==> src/core/bitop_pkg.sv <==
// Package for the bit-oriented file-register execution block.
// Assumes a 14-bit instruction word and an 8-bit data memory path.
package bitop_pkg;
  localparam int INSTR_W = 14;
  localparam int ADDR_W = 7;
  localparam int BIT_W = 3;
  localparam int DATA_W = 8;
  localparam int OPC_HI = 13;
  localparam int OPC_LO = 10;
  localparam int BIT_HI = 9;
  localparam int BIT_LO = 7;
  localparam int ADDR_HI = 6;
  localparam int ADDR_LO = 0;
  localparam logic [3:0] CLEAR_FILE_BIT_OP = 4'h4;
  localparam logic [3:0] SET_FILE_BIT_OP = 4'h5;
  localparam logic [3:0] TEST_BIT_SKIP_IF_ZERO_OP = 4'h6;

  typedef enum logic [1:0] {
    PH_Q1 = 2'b00,
    PH_Q2 = 2'b01,
    PH_Q3 = 2'b10,
    PH_Q4 = 2'b11
  } phase_e;

  typedef enum logic [1:0] {
    OP_NONE = 2'b00,
    OP_CLEAR = 2'b01,
    OP_SET = 2'b10,
    OP_TEST = 2'b11
  } bitop_e;

  typedef struct packed {
    logic [ADDR_W-1:0] addr;
    logic [DATA_W-1:0] data;
    logic rd;
    logic wr;
  } mem_req_s;

  typedef struct packed {
    phase_e phase;
    bitop_e op;
    logic [ADDR_W-1:0] addr;
    logic [BIT_W-1:0] bit_idx;
    logic [DATA_W-1:0] data;
    logic skip_next;
    logic squash;
    mem_req_s mem;
    logic skip_pulse;
  } state_s;
endpackage

==> src/core/bit_file_ops.sv <==
// Executes clear-bit, set-bit and test-bit-skip-if-zero instructions.
// Holds the per-bit modify lane and the field decoder beside the top module.
// Assumes clk_in advances one quadrature phase per rising edge, Q1 first after reset;
// instr_in is the latched instruction valid for a whole instruction cycle;
// rd_data_in returns the addressed file register in the same cycle as rd.
`default_nettype none

// One bit of the modify path, chosen by its lane number;
// lanes that are not chosen pass the read bit through.
module bit_lane #(
  parameter int LANE = 0
) (
  input wire logic [bitop_pkg::BIT_W-1:0] bit_idx_in,
  input wire logic [1:0] op_in,
  input wire logic rd_bit_in,
  output logic new_bit_out,
  output logic zero_out
);
  logic sel;
  logic [bitop_pkg::BIT_W-1:0] lane_idx;

  assign lane_idx = bitop_pkg::BIT_W'(LANE);

  always_comb begin
    sel = (bit_idx_in == lane_idx);
    new_bit_out = rd_bit_in;
    zero_out = 1'b0;
    if (sel) begin
      case (op_in)
        bitop_pkg::OP_CLEAR: begin
          new_bit_out = 1'b0;
        end
        bitop_pkg::OP_SET: begin
          new_bit_out = 1'b1;
        end
        bitop_pkg::OP_TEST: begin
          zero_out = ~rd_bit_in;
        end
        default: begin
          new_bit_out = rd_bit_in;
        end
      endcase
    end else begin
      new_bit_out = rd_bit_in;
      zero_out = 1'b0;
    end
  end
endmodule

// Field decode of the held instruction word;
// a discarded slot decodes to no operation.
module op_decode (
  input wire logic [bitop_pkg::INSTR_W-1:0] instr_in,
  input wire logic squash_in,
  output bitop_pkg::bitop_e op_out,
  output logic [bitop_pkg::ADDR_W-1:0] addr_out,
  output logic [bitop_pkg::BIT_W-1:0] bit_idx_out
);
  logic [bitop_pkg::OPC_HI-bitop_pkg::OPC_LO:0] opc;

  always_comb begin
    opc = instr_in[bitop_pkg::OPC_HI:bitop_pkg::OPC_LO];
    addr_out = instr_in[bitop_pkg::ADDR_HI:bitop_pkg::ADDR_LO];
    bit_idx_out = instr_in[bitop_pkg::BIT_HI:bitop_pkg::BIT_LO];
    case (opc)
      bitop_pkg::CLEAR_FILE_BIT_OP: begin
        op_out = bitop_pkg::OP_CLEAR;
      end
      bitop_pkg::SET_FILE_BIT_OP: begin
        op_out = bitop_pkg::OP_SET;
      end
      bitop_pkg::TEST_BIT_SKIP_IF_ZERO_OP: begin
        op_out = bitop_pkg::OP_TEST;
      end
      default: begin
        op_out = bitop_pkg::OP_NONE;
      end
    endcase

    if (squash_in) begin
      op_out = bitop_pkg::OP_NONE;
    end
  end
endmodule

// Four-phase sequencer and read-modify-write control
module bit_file_ops (
  input wire logic clk_in,
  input wire logic reset_in,
  input wire logic [bitop_pkg::INSTR_W-1:0] instr_in,
  input wire logic [bitop_pkg::DATA_W-1:0] rd_data_in,
  output logic [1:0] phase_out,
  output bitop_pkg::mem_req_s mem_out,
  output logic squash_out,
  output logic skip_out,
  output logic status_we_out
);
  bitop_pkg::state_s s_q;
  bitop_pkg::state_s s_d;
  bitop_pkg::bitop_e op_dec;
  logic [bitop_pkg::ADDR_W-1:0] addr_dec;
  logic [bitop_pkg::BIT_W-1:0] bit_dec;
  logic [bitop_pkg::DATA_W-1:0] lane_bits;
  logic [bitop_pkg::DATA_W-1:0] lane_zero;

  // Decode of the word held this cycle
  op_decode decode_u (
    .instr_in(instr_in),
    .squash_in(s_q.skip_next),
    .op_out(op_dec),
    .addr_out(addr_dec),
    .bit_idx_out(bit_dec)
  );

  // One modify lane per data bit
  for (genvar lane = 0; lane < bitop_pkg::DATA_W; lane++) begin : g_lane
    bit_lane #(
      .LANE(lane)
    ) lane_u (
      .bit_idx_in(s_q.bit_idx),
      .op_in(s_q.op),
      .rd_bit_in(rd_data_in[lane]),
      .new_bit_out(lane_bits[lane]),
      .zero_out(lane_zero[lane])
    );
  end

  // Phase sequencer
  always_comb begin
    s_d = s_q;
    s_d.mem.rd = 1'b0;
    s_d.mem.wr = 1'b0;
    s_d.skip_pulse = 1'b0;
    case (s_q.phase)
      bitop_pkg::PH_Q1: begin
        s_d.phase = bitop_pkg::PH_Q2;
        s_d.squash = s_q.skip_next;
        s_d.skip_next = 1'b0;
        s_d.addr = addr_dec;
        s_d.bit_idx = bit_dec;
        s_d.op = op_dec;
      end

      bitop_pkg::PH_Q2: begin
        s_d.phase = bitop_pkg::PH_Q3;
        if (s_q.op != bitop_pkg::OP_NONE) begin
          s_d.mem.rd = 1'b1;
          s_d.mem.addr = s_q.addr;
        end
      end

      bitop_pkg::PH_Q3: begin
        s_d.phase = bitop_pkg::PH_Q4;
        case (s_q.op)
          bitop_pkg::OP_CLEAR: begin
            s_d.data = lane_bits;
          end
          bitop_pkg::OP_SET: begin
            s_d.data = lane_bits;
          end
          bitop_pkg::OP_TEST: begin
            s_d.data = rd_data_in;
            s_d.skip_next = |lane_zero;
          end
          default: begin
            s_d.data = s_q.data;
          end
        endcase
      end

      bitop_pkg::PH_Q4: begin
        s_d.phase = bitop_pkg::PH_Q1;
        if (s_q.op == bitop_pkg::OP_CLEAR || s_q.op == bitop_pkg::OP_SET) begin
          s_d.mem.wr = 1'b1;
          s_d.mem.addr = s_q.addr;
          s_d.mem.data = s_q.data;
        end
        s_d.skip_pulse = s_q.skip_next;
      end
      default: begin
        s_d.phase = bitop_pkg::PH_Q1;
        s_d.op = bitop_pkg::OP_NONE;
      end
    endcase
  end

  // State register
  always_ff @(posedge clk_in) begin
    if (reset_in) begin
      s_q <= '0;
    end else begin
      s_q <= s_d;
    end
  end

  // Outputs straight from the state flops, except status_we_out tied low
  assign phase_out = s_q.phase;
  assign mem_out = s_q.mem;
  assign squash_out = s_q.squash;
  assign skip_out = s_q.skip_pulse;
  assign status_we_out = 1'b0;
endmodule
`default_nettype wire

==> config.mk <==
export PLATFORM = sky130hd
export DESIGN_NAME = bit_file_ops
export DESIGN_NICKNAME = d
export VERILOG_FILES = /design/src/core/bitop_pkg.sv /design/src/core/bit_file_ops.sv
export SDC_FILE = /design/constraint.sdc
export NUM_CORES = 1
export LEC_CHECK = 0
export ABC_AREA = 1
export BUFFER_PORTS_ARGS = -buffer_cell sky130_fd_sc_hd__buf_2
export CAP_MARGIN = 20
export CELL_PAD_IN_SITES_DETAIL_PLACEMENT = 1
export CELL_PAD_IN_SITES_GLOBAL_PLACEMENT = 2
export CORE_MARGIN = 4
export CORE_UTILIZATION = 26
export DETAILED_ROUTE_END_ITERATION = 10
export PLACE_DENSITY = 0.86
export SETUP_SLACK_MARGIN = 0.02
export SLEW_MARGIN = 20
export SYNTH_ARGS = -nofsm -noshare
export SYNTH_HDL_FRONTEND = slang
export SYNTH_SLANG_ARGS = --single-unit
==> constraint.sdc <==
create_clock -name clk_in -period 1.45 [get_ports clk_in]
set_input_delay 0.2175 -clock clk_in [delete_from_list [all_inputs] [get_ports clk_in]]
set_output_delay 0.2175 -clock clk_in [all_outputs]
set_load 0.005 [all_outputs]
==> Yosys cells after proc, flatten, opt, wreduce, memory -nomap -nowiden <==
Cells that the tools add are included.
{ "word_totals": {"ff_bits": 42, "input_bits": 24, "output_inout_bits": 22, "wordCells": 92} }
{ "classes": {"n_eq_ne": 19, "n_mux": 36, "n_bitwise": 10, "reduce_logical": 15} }
{ "op_table": {"columns": ["operator", "count"], "rows": [
  ["1-bit two-way mux", 28],
  ["8-bit case mux with 2 select lines", 1],
  ["15-bit two-way mux", 1],
  ["7-bit case mux with 2 select lines", 1],
  ["3-bit == test, second input constant", 4],
  ["4-bit by 3-bit == test with 1-bit output, second input constant", 3],
  ["1-bit inverter", 10],
  ["2-bit == test, second input constant", 4],
  ["2-bit case mux with 4 select lines", 1],
  ["2-bit nonzero test", 4],
  ["8-bit OR reduction", 1],
  ["7-bit two-way mux", 1],
  ["3-bit by 2-bit == test with 1-bit output, second input constant", 2],
  ["2-bit case mux with 3 select lines", 1],
  ["2-bit AND reduction", 3],
  ["2-bit OR reduction", 3],
  ["2-bit by 1-bit == test with 1-bit output, second input constant", 2],
  ["2-bit != test, second input constant", 2],
  ["3-bit by 1-bit == test with 1-bit output, second input constant", 1],
  ["3-bit logical NOT", 1],
  ["3-bit AND reduction", 1],
  ["2-bit logical NOT", 1],
  ["2-bit two-way mux", 1],
  ["2-bit by 1-bit != test with 1-bit output, second input constant", 1],
  ["other kinds (2)", 2]
]} }

==> Longest topological paths before layout <==
Gate-level depths: netlist of run 1.
{ "logic_depth": {"depth_word": 6, "depth_mapped": 10, "depth_no_buf": 9} }

==> By module <==
A second synthesis of run 1 with hierarchy kept.
{ "hier_totals": {"cells_unflattened": 381, "area_unflattened_um2": 2596.2} }
{ "by_module_without_submodules": {"columns": ["mod", "instances", "cells_per_inst", "area_per_inst_um2", "seq_area_each_um2"], "rows": [
  ["bit_file_ops", 1, 225, 1803.0, 840.8],
  ["bit_lane (g_lane[3].lane_u ...)", 3, 17, 82.6, 0.0],
  ["bit_lane (g_lane[1].lane_u ...)", 2, 17, 85.1, 0.0],
  ["op_decode", 1, 19, 111.4, 0.0],
  ["bit_lane (g_lane[0].lane_u)", 1, 18, 91.3, 0.0],
  ["bit_lane (g_lane[7].lane_u)", 1, 16, 87.6, 0.0],
  ["bit_lane (g_lane[4].lane_u)", 1, 18, 85.1, 0.0]
]} }

==> Worst setup path after synthesis of run 1 <==
Ideal clock, no wire load.
{ "synth_timing": {"path_kind": "register to register", "startpoint": "register s_q[38] (netlist bit)", "endpoint": "register s_q, in the netlist mem_out[16]", "arrival_ns": 1.300, "required_time_ns": 1.334, "setup_slack_ns": 0.034, "path_stages_with_launch": 9, "path_buffers": 0, "path_cell_list": "dfxtp_1 -> inv_1 -> ha_1 -> nand2_1 -> o21ai_0 -> o21ai_1 -> inv_1 -> nor2_1 -> nor2_1"} }
{ "synth_between": {"elab_chain_len": 4, "elab_cells_between_ends": 7, "cone_classes": "eq/ne (4); reduce/logical (3)"} }
{ "synth_rtl": {"columns": ["element", "line", "text"], "rows": [
  ["start: declaration", "bit_file_ops.sv:98", "bitop_pkg::state_s s_q;"],
  ["start signal: assignment", "bit_file_ops.sv:190", "s_q <= '0;"],
  ["start signal: assignment", "bit_file_ops.sv:192", "s_q <= s_d;"],
  ["2-bit by 1-bit == test with 1-bit output or 2-bit == test (tied branches)", "bit_file_ops.sv:173", "if (s_q.op == bitop_pkg::OP_CLEAR || s_q.op == bitop_pkg::OP_SET) begin"],
  ["1-bit logical OR", "bit_file_ops.sv:173", null],
  ["2-bit != test (no line)", null, null],
  ["3-bit AND reduction (no line) *", null, null]
]} }
Every way passes the cells marked *; elsewhere a longest branch is shown, timed or not.
A chain may end at the register's enable or synchronous reset.

==> Final worst setup path of run 1 <==
{ "layout_timing": {"startpoint": "register s_q[39] (netlist bit)", "endpoint": "register s_q, in the netlist mem_out[14]"} }
Same word-level chain as after synthesis.

==> results_dict.tcl, run 1 <==
set metrics [dict create \
    outcome "finished clean" \
    path_max_fanout 3 \
    synth-seq-cells 42 \
    drt_iter0_markers 39 \
    yosysTopAreaCell "dfxtp_1" \
    hold_end "s_q[37]" \
    clk_pin_slew_worst_paths_ns 0.08 \
    grtUsageTotal_pct 10.54 \
    wl_met1_um 2440 \
    seq_area_frac_synth_pct 40.63 \
    synth-main-ff-cell "dfxtp_1" \
    dp.cells 416 \
    worstReg2RegEnd "mem_out[14]" \
    fin_skew_ns 0.004481 \
    layout_common_cells "nor2_1 (56), buf_2 (44), dfxtp_1 (38)" \
    setup_tns_ns 0 \
    wirelength_um 5012 \
    place_congestion 0.7929 \
    critPathCaptureType "register" \
    avgRoutedWirePerCell_um 11.71 \
    fp.coreArea_um2 7727 \
    synth_nets 321 \
    dr_wl_met3_um 135 \
    grt_antenna_before_repair 0 \
    hold_viol 0 \
    grt_max_degree 29 \
    gr-total-overflow 0 \
    root_buffer "clkbuf_8" \
    rows 32 \
    rsz0062_at_grt "yes" \
    route.detailed.drc 0 \
    ant_nets 0 \
    grt_pass1_wl_um 8500 \
    wl_met2_um 2377 \
    cts_tree "done" \
    start_kind "register" \
    setup-violations-final 0 \
    fillCellCount 971 \
    dieHeight_um 97.22 \
    die_area_um2 9451 \
    yosysWarnings 0 \
    drive_above_1_share_pct 32.52 \
    ys_top_cells_by_area "dfxtp_1 (41%), nor2_1 (11%), buf_4 (7.3%)" \
    path_cells "inv_2, ha_4, nand2_2, o21ai_1, o21ai_2, buf_4, o21ai_2, nor2_1" \
    reg2regPathDepth 8 \
    grt_pass1_vias 1862 \
    clockBufferDepth 2 \
    min_path_cells 3 \
    clock.fmax_ghz 0.7171 \
    final_nets 357 \
    synth_cells 289 \
    leakage_nw 1.163 \
    crit_path_top_delay_cell "dfxtp_2" \
    path_common_cell "o21ai_2" \
    n_antenna_cell 0 \
    cpPeakStageDelay_ns 0.35 \
    drt-pass1-iter-count 4 \
    vias 1836 \
    area_growth_pct 22.73 \
    hp-class "in2reg" \
    die_width_um 97.22 \
    arrival_ns 1.58 \
    start_util_pct 26.78 \
    hold-worst-slack_ns 0.1478 \
    vdd_ir_drop_max_mv 0.3637 \
    dp_hpwl_um 3919 \
    cts_made_buffers 5 \
    maxSlewViolCount 0 \
    clock_latency_ns 0.28 \
    highest_layer "met4" \
    post-route-period-util_pct 96.17 \
    cp.required_ns 1.63 \
    synth_area_um2 2069 \
    async_reset_ff_share_pct 0 \
    synth_cell_types 24 \
    synth_edf_count 0 \
    layout_commonest_cell "nor2_1" \
    htreeDepth 2 \
    viasPerCell 4.290 \
    period_minus_slack_ns 1.394 \
    post-route-util_pct 32.87 \
    cts_sinks 42 \
    r2r_slack_ns 0.06 \
    p_per_area_nw_per_um2 1349 \
    r2r_start "s_q[39]" \
    hp-start "instr_in[6]" \
    finish.cell_count_without_fillers 428 \
    crit_type "reg2reg" \
    io_pins 46 \
    port_buffers 44 \
    avgSynthCellArea_um2 7.161 \
    drv_cap 0 \
    yosys.area.top_type_share_pct 40.63 \
]
## layout make-up
type / count / area [um2] / share of cell area (%)
multi-input cells: 189 / 992.2 / 39.06
clock buffers: 7 / 76.32 / 3.005
flip-flops and latches: 42 / 845.8 / 33.30
well taps: 102 / 127.6 / 5.025
inverters: 28 / 115.1 / 4.532
clock inverters: 1 / 30.03 / 1.182
repair buffers: 59 / 352.8 / 13.89
## repair_timing
action / in CTS / in global routing
setup endpoints to repair: 21 / 25
resized for setup: 10 / 31
pin swaps: 2 / 4
setup buffers: 3 / 1
hold endpoints to repair: 0 / 0
hold buffers: 0 / 0
## through the flow
step	setup WS, ns	instance area [um2]	total power [W]
6_report	0.05552	2540	0.003426
5_1_grt	-0.02174	2540	0.003710
4_1_cts	0.02710	2447	0.003395
3_5_place_dp	-0.05353	2300	0.002456
3_3_place_gp	0.04098	2300	0.002419
2_1_floorplan	0.03397	2069	0.002175
## cells in the mapped netlist, types with 2 or more instances
| cell | instances |
|---|---|
| nand3_1 | 23 |
| nor3_2 | 2 |
| clkbuf_1 | 5 |
| buf_4 | 20 |
| o21ai_0 | 21 |
| a21oi_1 | 15 |
| o21ai_1 | 7 |
| inv_2 | 4 |
| nand4_1 | 2 |
| inv_1 | 24 |
| nand2_1 | 39 |
| dfxtp_1 | 42 |
| nor2_1 | 59 |
| nor3_1 | 3 |
| buf_2 | 4 |
| ha_1 | 8 |
| nor2_2 | 4 |
## worst max-delay path by stage
| stage | startpoint | end |
|---|---|---|
| 2_1_floorplan | s_q[38] | mem_out[16] |
| 3_3_place_gp | s_q[39] | mem_out[13] |
| 3_5_place_dp | s_q[39] | mem_out[11] |
| 4_1_cts | s_q[38] | mem_out[15] |
| 5_1_grt | phase_out[1] | mem_out[14] |
| 6_report | s_q[39] | mem_out[14] |
## routing by layer
metal | up-vias | GRT usage [%]
li1 | 964 | -
met2 | 27 | 18.47
met4 | 0 | 2.875
met5 | - | 0
met3 | 4 | 1.866
met1 | 841 | 13.27
## registers in the layout, indices dropped and copies added, names as in the netlist
name / count
squash_out: 1
skip_out: 1
phase_out: 2
s_q: 21
mem_out: 17
## cell families after synthesis
family | synth area share [%]
fa+ha+maj | 4.837
compound gates | 10.82
simple gates | 28.78
other cells | 0.1812
buf+inv | 14.75
flops | 40.63
## critical path, delay by kind of cell, from the launching register on
kind / cells / cell delay (ns)
AOI/OAI and AO/OA: 3 / 0.35
adders and majority gates: 1 / 0.26
buffers and inverters: 2 / 0.22
DFF: 1 / 0.35
and+or+nand+nor: 2 / 0.11
## power breakdown
group,total (W),internal (W),switching (W)
registers,0.00149,0.00134,0.000155
clock network,0.000902,0.000516,0.000387
logic,0.00103,0.000423,0.000609
(Power assumes the default switching activity.)
==> inputs of run 2 (changes only) <==
- ABC_AREA: 1 -> default
- CORE_UTILIZATION: 26 -> 29
- PLACE_DENSITY: 0.86 -> 0.87
==> run 2 against run 1 <==
Wire length shrank 5.6%. Hold slack improved by 0.0077 ns. Clock skew decreased by 0.00077 ns. Combinational power down 16%. Area after synthesis decreased by 3.0%. Sequential power shrank 8%. Critical path depth decreased by 1. Register-to-register slack hardly changed. Largest power group unchanged.
==> results_dict.tcl, run 2 <==
set metrics [dict create \
    cts_tree "done" \
    cts_made_buffers 5 \
    drive_above_1_share_pct 38.80 \
    htreeDepth 2 \
    dieHeight_um 91.19 \
    period_minus_slack_ns 1.394 \
    area_growth_pct 20.51 \
    cts_sinks 42 \
    yosysTopAreaCell "dfxtp_1" \
    io_pins 46 \
    setup-violations-final 0 \
    gr-usage-met3_pct 2.651 \
    leakage_nw 0.9987 \
    hold-worst-slack_ns 0.1555 \
    n_antenna_cell 0 \
    dp_slack_ns -0.03962 \
    port_buffers 44 \
    route.detailed.drc 0 \
    drt_iter0_markers 58 \
    min_path_cells 2 \
    yosysWarnings 0 \
    grt_max_degree 21 \
    largest_register_ff_count 21 \
    wirelength_um 4733 \
    grt_pass1_vias 1589 \
    arrival_ns 1.61 \
    worstReg2RegEnd "s_q[26]" \
    fin_skew_ns 0.003715 \
    synth_nets 250 \
    maxSlewViolCount 0 \
    r2r_start "s_q[38]" \
    synth-seq-cells 42 \
    clock_latency_ns 0.29 \
    critPathCaptureType "register" \
    hold_end "s_q[28]" \
    rsz0062_at_grt "yes" \
    stdcell_area_um2 2419 \
    drv_cap 0 \
    outcome "finished clean" \
    synth_cells 218 \
    dp_hpwl_um 3430 \
    fin_ws_ns 0.05629 \
    synth_cell_types 31 \
    synth-main-ff-cell "dfxtp_1" \
    grtUsageMet2_pct 16.74 \
    r2r_slack_ns 0.06 \
    root_buffer "clkbuf_8" \
    cp.required_ns 1.66 \
    yosysMostFrequentCell "dfxtp_1" \
    drt-pass1-iter-count 4 \
    place_congestion 0.7136 \
    setup_tns_ns 0 \
    grtUsageTotal_pct 11.44 \
    clockBufferDepth 2 \
    busiest_layer "met2" \
    fp.coreArea_um2 6756 \
    reg2regPathDepth 7 \
    viasPerCell 4.709 \
    path_max_fanout 7 \
    met1_usage_pct 16.22 \
    gr-total-overflow 0 \
    async_reset_ff_share_pct 0 \
    grt_antenna_before_repair 0 \
    ys_top_cells_by_area "dfxtp_1 (42%), mux2i_1 (12%), buf_4 (7.5%)" \
    seq_area_frac_synth_pct 41.90 \
    vias 1554 \
    yosys.area.top_type_share_pct 41.90 \
    synth_edf_count 0 \
    hp-start "reset_in" \
    clk_pin_slew_worst_paths_ns 0.08 \
    ant_nets 0 \
    start_kind "register" \
    synth_area_um2 2007 \
    avgSynthCellArea_um2 9.206 \
    p_per_area_nw_per_um2 1249 \
    clock.fmax_ghz 0.7175 \
    final_nets 281 \
    hold_viol 0 \
    die_width_um 91.19 \
    die_area_um2 8316 \
    dpl_cell_area_um2 2192 \
    grt_pass1_wl_um 7803 \
    start_util_pct 29.70 \
    synth_commonest_cells "dfxtp_1 (42), mux2i_1 (24), nor2_1 (23)" \
    hp-class "in2reg" \
    layout_common_cells "buf_2 (44), dfxtp_1 (36), mux2i_1 (23), nor2_1 (23)" \
    layout_commonest_cell "buf_2" \
    rows 30 \
    post-route-period-util_pct 96.12 \
    vdd_ir_drop_max_mv 0.4482 \
    avgRoutedWirePerCell_um 14.34 \
    crit_type "reg2reg" \
    regMostFlops "s_q" \
]
==> run 2: changes by cell type after synthesis, sizes merged, moves of 3 or more <==
| cell | previous run | this run |
|---|---|---|
| nand2 | 40 | 11 |
| nor2 | 64 | 23 |
| mux2i | 0 | 24 |
| nor4b | 0 | 3 |
| a211oi | 0 | 8 |
| nand3 | 23 | 15 |
| nor2b | 0 | 5 |
| o21ai | 28 | 7 |
| inv | 28 | 4 |
| clkbuf | 5 | 11 |
| nor3 | 5 | 0 |
| and4bb | 0 | 3 |
==> run 2: area by class of cell <==
type,count,area (um2)
repair buffers,60,344.1
clock buffers,6,82.58
flip-flops and latches,42,850.8
fillers,795,4338
inverters,4,15.01
multi-input cells,136,1013
clock inverters,2,12.51
well taps,80,100.1
==> run 2: per-layer routing <==
metal | part of all wire, % | up-vias
li1 | - | 791
met1 | 49 | 722
met2 | 45 | 39
met3 | 4.6 | 2
met4 | 0.89 | 0
met5 | 0 | -
==> run 2: cells by family (layout without fill, tap and decap cells) <==
group / count (synthesis) / in the layout / synth area share [%]
AND/OR/NAND/NOR: 67 / 67 / 17.46
flip-flops: 42 / 42 / 41.90
buffers and inverters: 40 / 72 / 11.78
AO/OA/AOI/OAI: 33 / 33 / 9.601
multiplexers: 26 / 26 / 13.65
adder cells (fa/ha/maj): 8 / 8 / 4.988
other: 1 / 1 / 0.1869
XOR/XNOR: 1 / 1 / 0.4365
==> run 2: worst max path at each step <==
stage | cells after the start | start | endpoint
detailed placement | 4 | s_q[28] | s_q[24]
finish | 7 | s_q[38] | s_q[26]
CTS | 7 | s_q[39] | s_q[25]
global route | 5 | s_q[39] | mem_out[11]
global placement | 3 | s_q[28] | s_q[19]
floorplan | 6 | phase_out[0] | s_q[32]
==> run 2: worst max-delay path, stage by stage, from the launching register on <==
cell and delay (ns):
dfxtp_2 0.37, inv_2 0.05, buf_4 0.14, ha_1 0.19, nor2b_2 0.16, buf_4 0.17
nor2_1 0.04, a211oi_1 0.18
==> run 2: repair_timing <==
item | in CTS | in global routing
setup endpoints to repair | 13 | 24
pin swaps | 0 | 3
hold buffers | 0 | 0
setup buffers | 3 | 1
resized for setup | 10 | 20
cloned | 0 | 1
hold endpoints to repair | 0 | 0
==> run 2: stage by stage <==
| stage | instances | power (W) | util [%] |
|---|---|---|---|
| floorplan | 218 | 0.001965 | - |
| global placement | 317 | 0.002152 | 32.44 |
| detailed placement | 317 | 0.002186 | 32.44 |
| CTS | 328 | 0.003027 | 34.72 |
| global route | 330 | 0.003224 | 35.80 |
| finish | 330 | 0.003021 | 35.80 |
==> run 2: report_power, final <==
| group | switching, W | internal (W) | total [W] | leakage (nW) |
|---|---|---|---|---|
| combinational | 0.000442 | 0.000419 | 0.000861 | 0.608 |
| sequential | 0.000102 | 0.00127 | 0.00137 | 0.344 |
| clock | 0.000411 | 0.000383 | 0.000794 | 0.0472 |
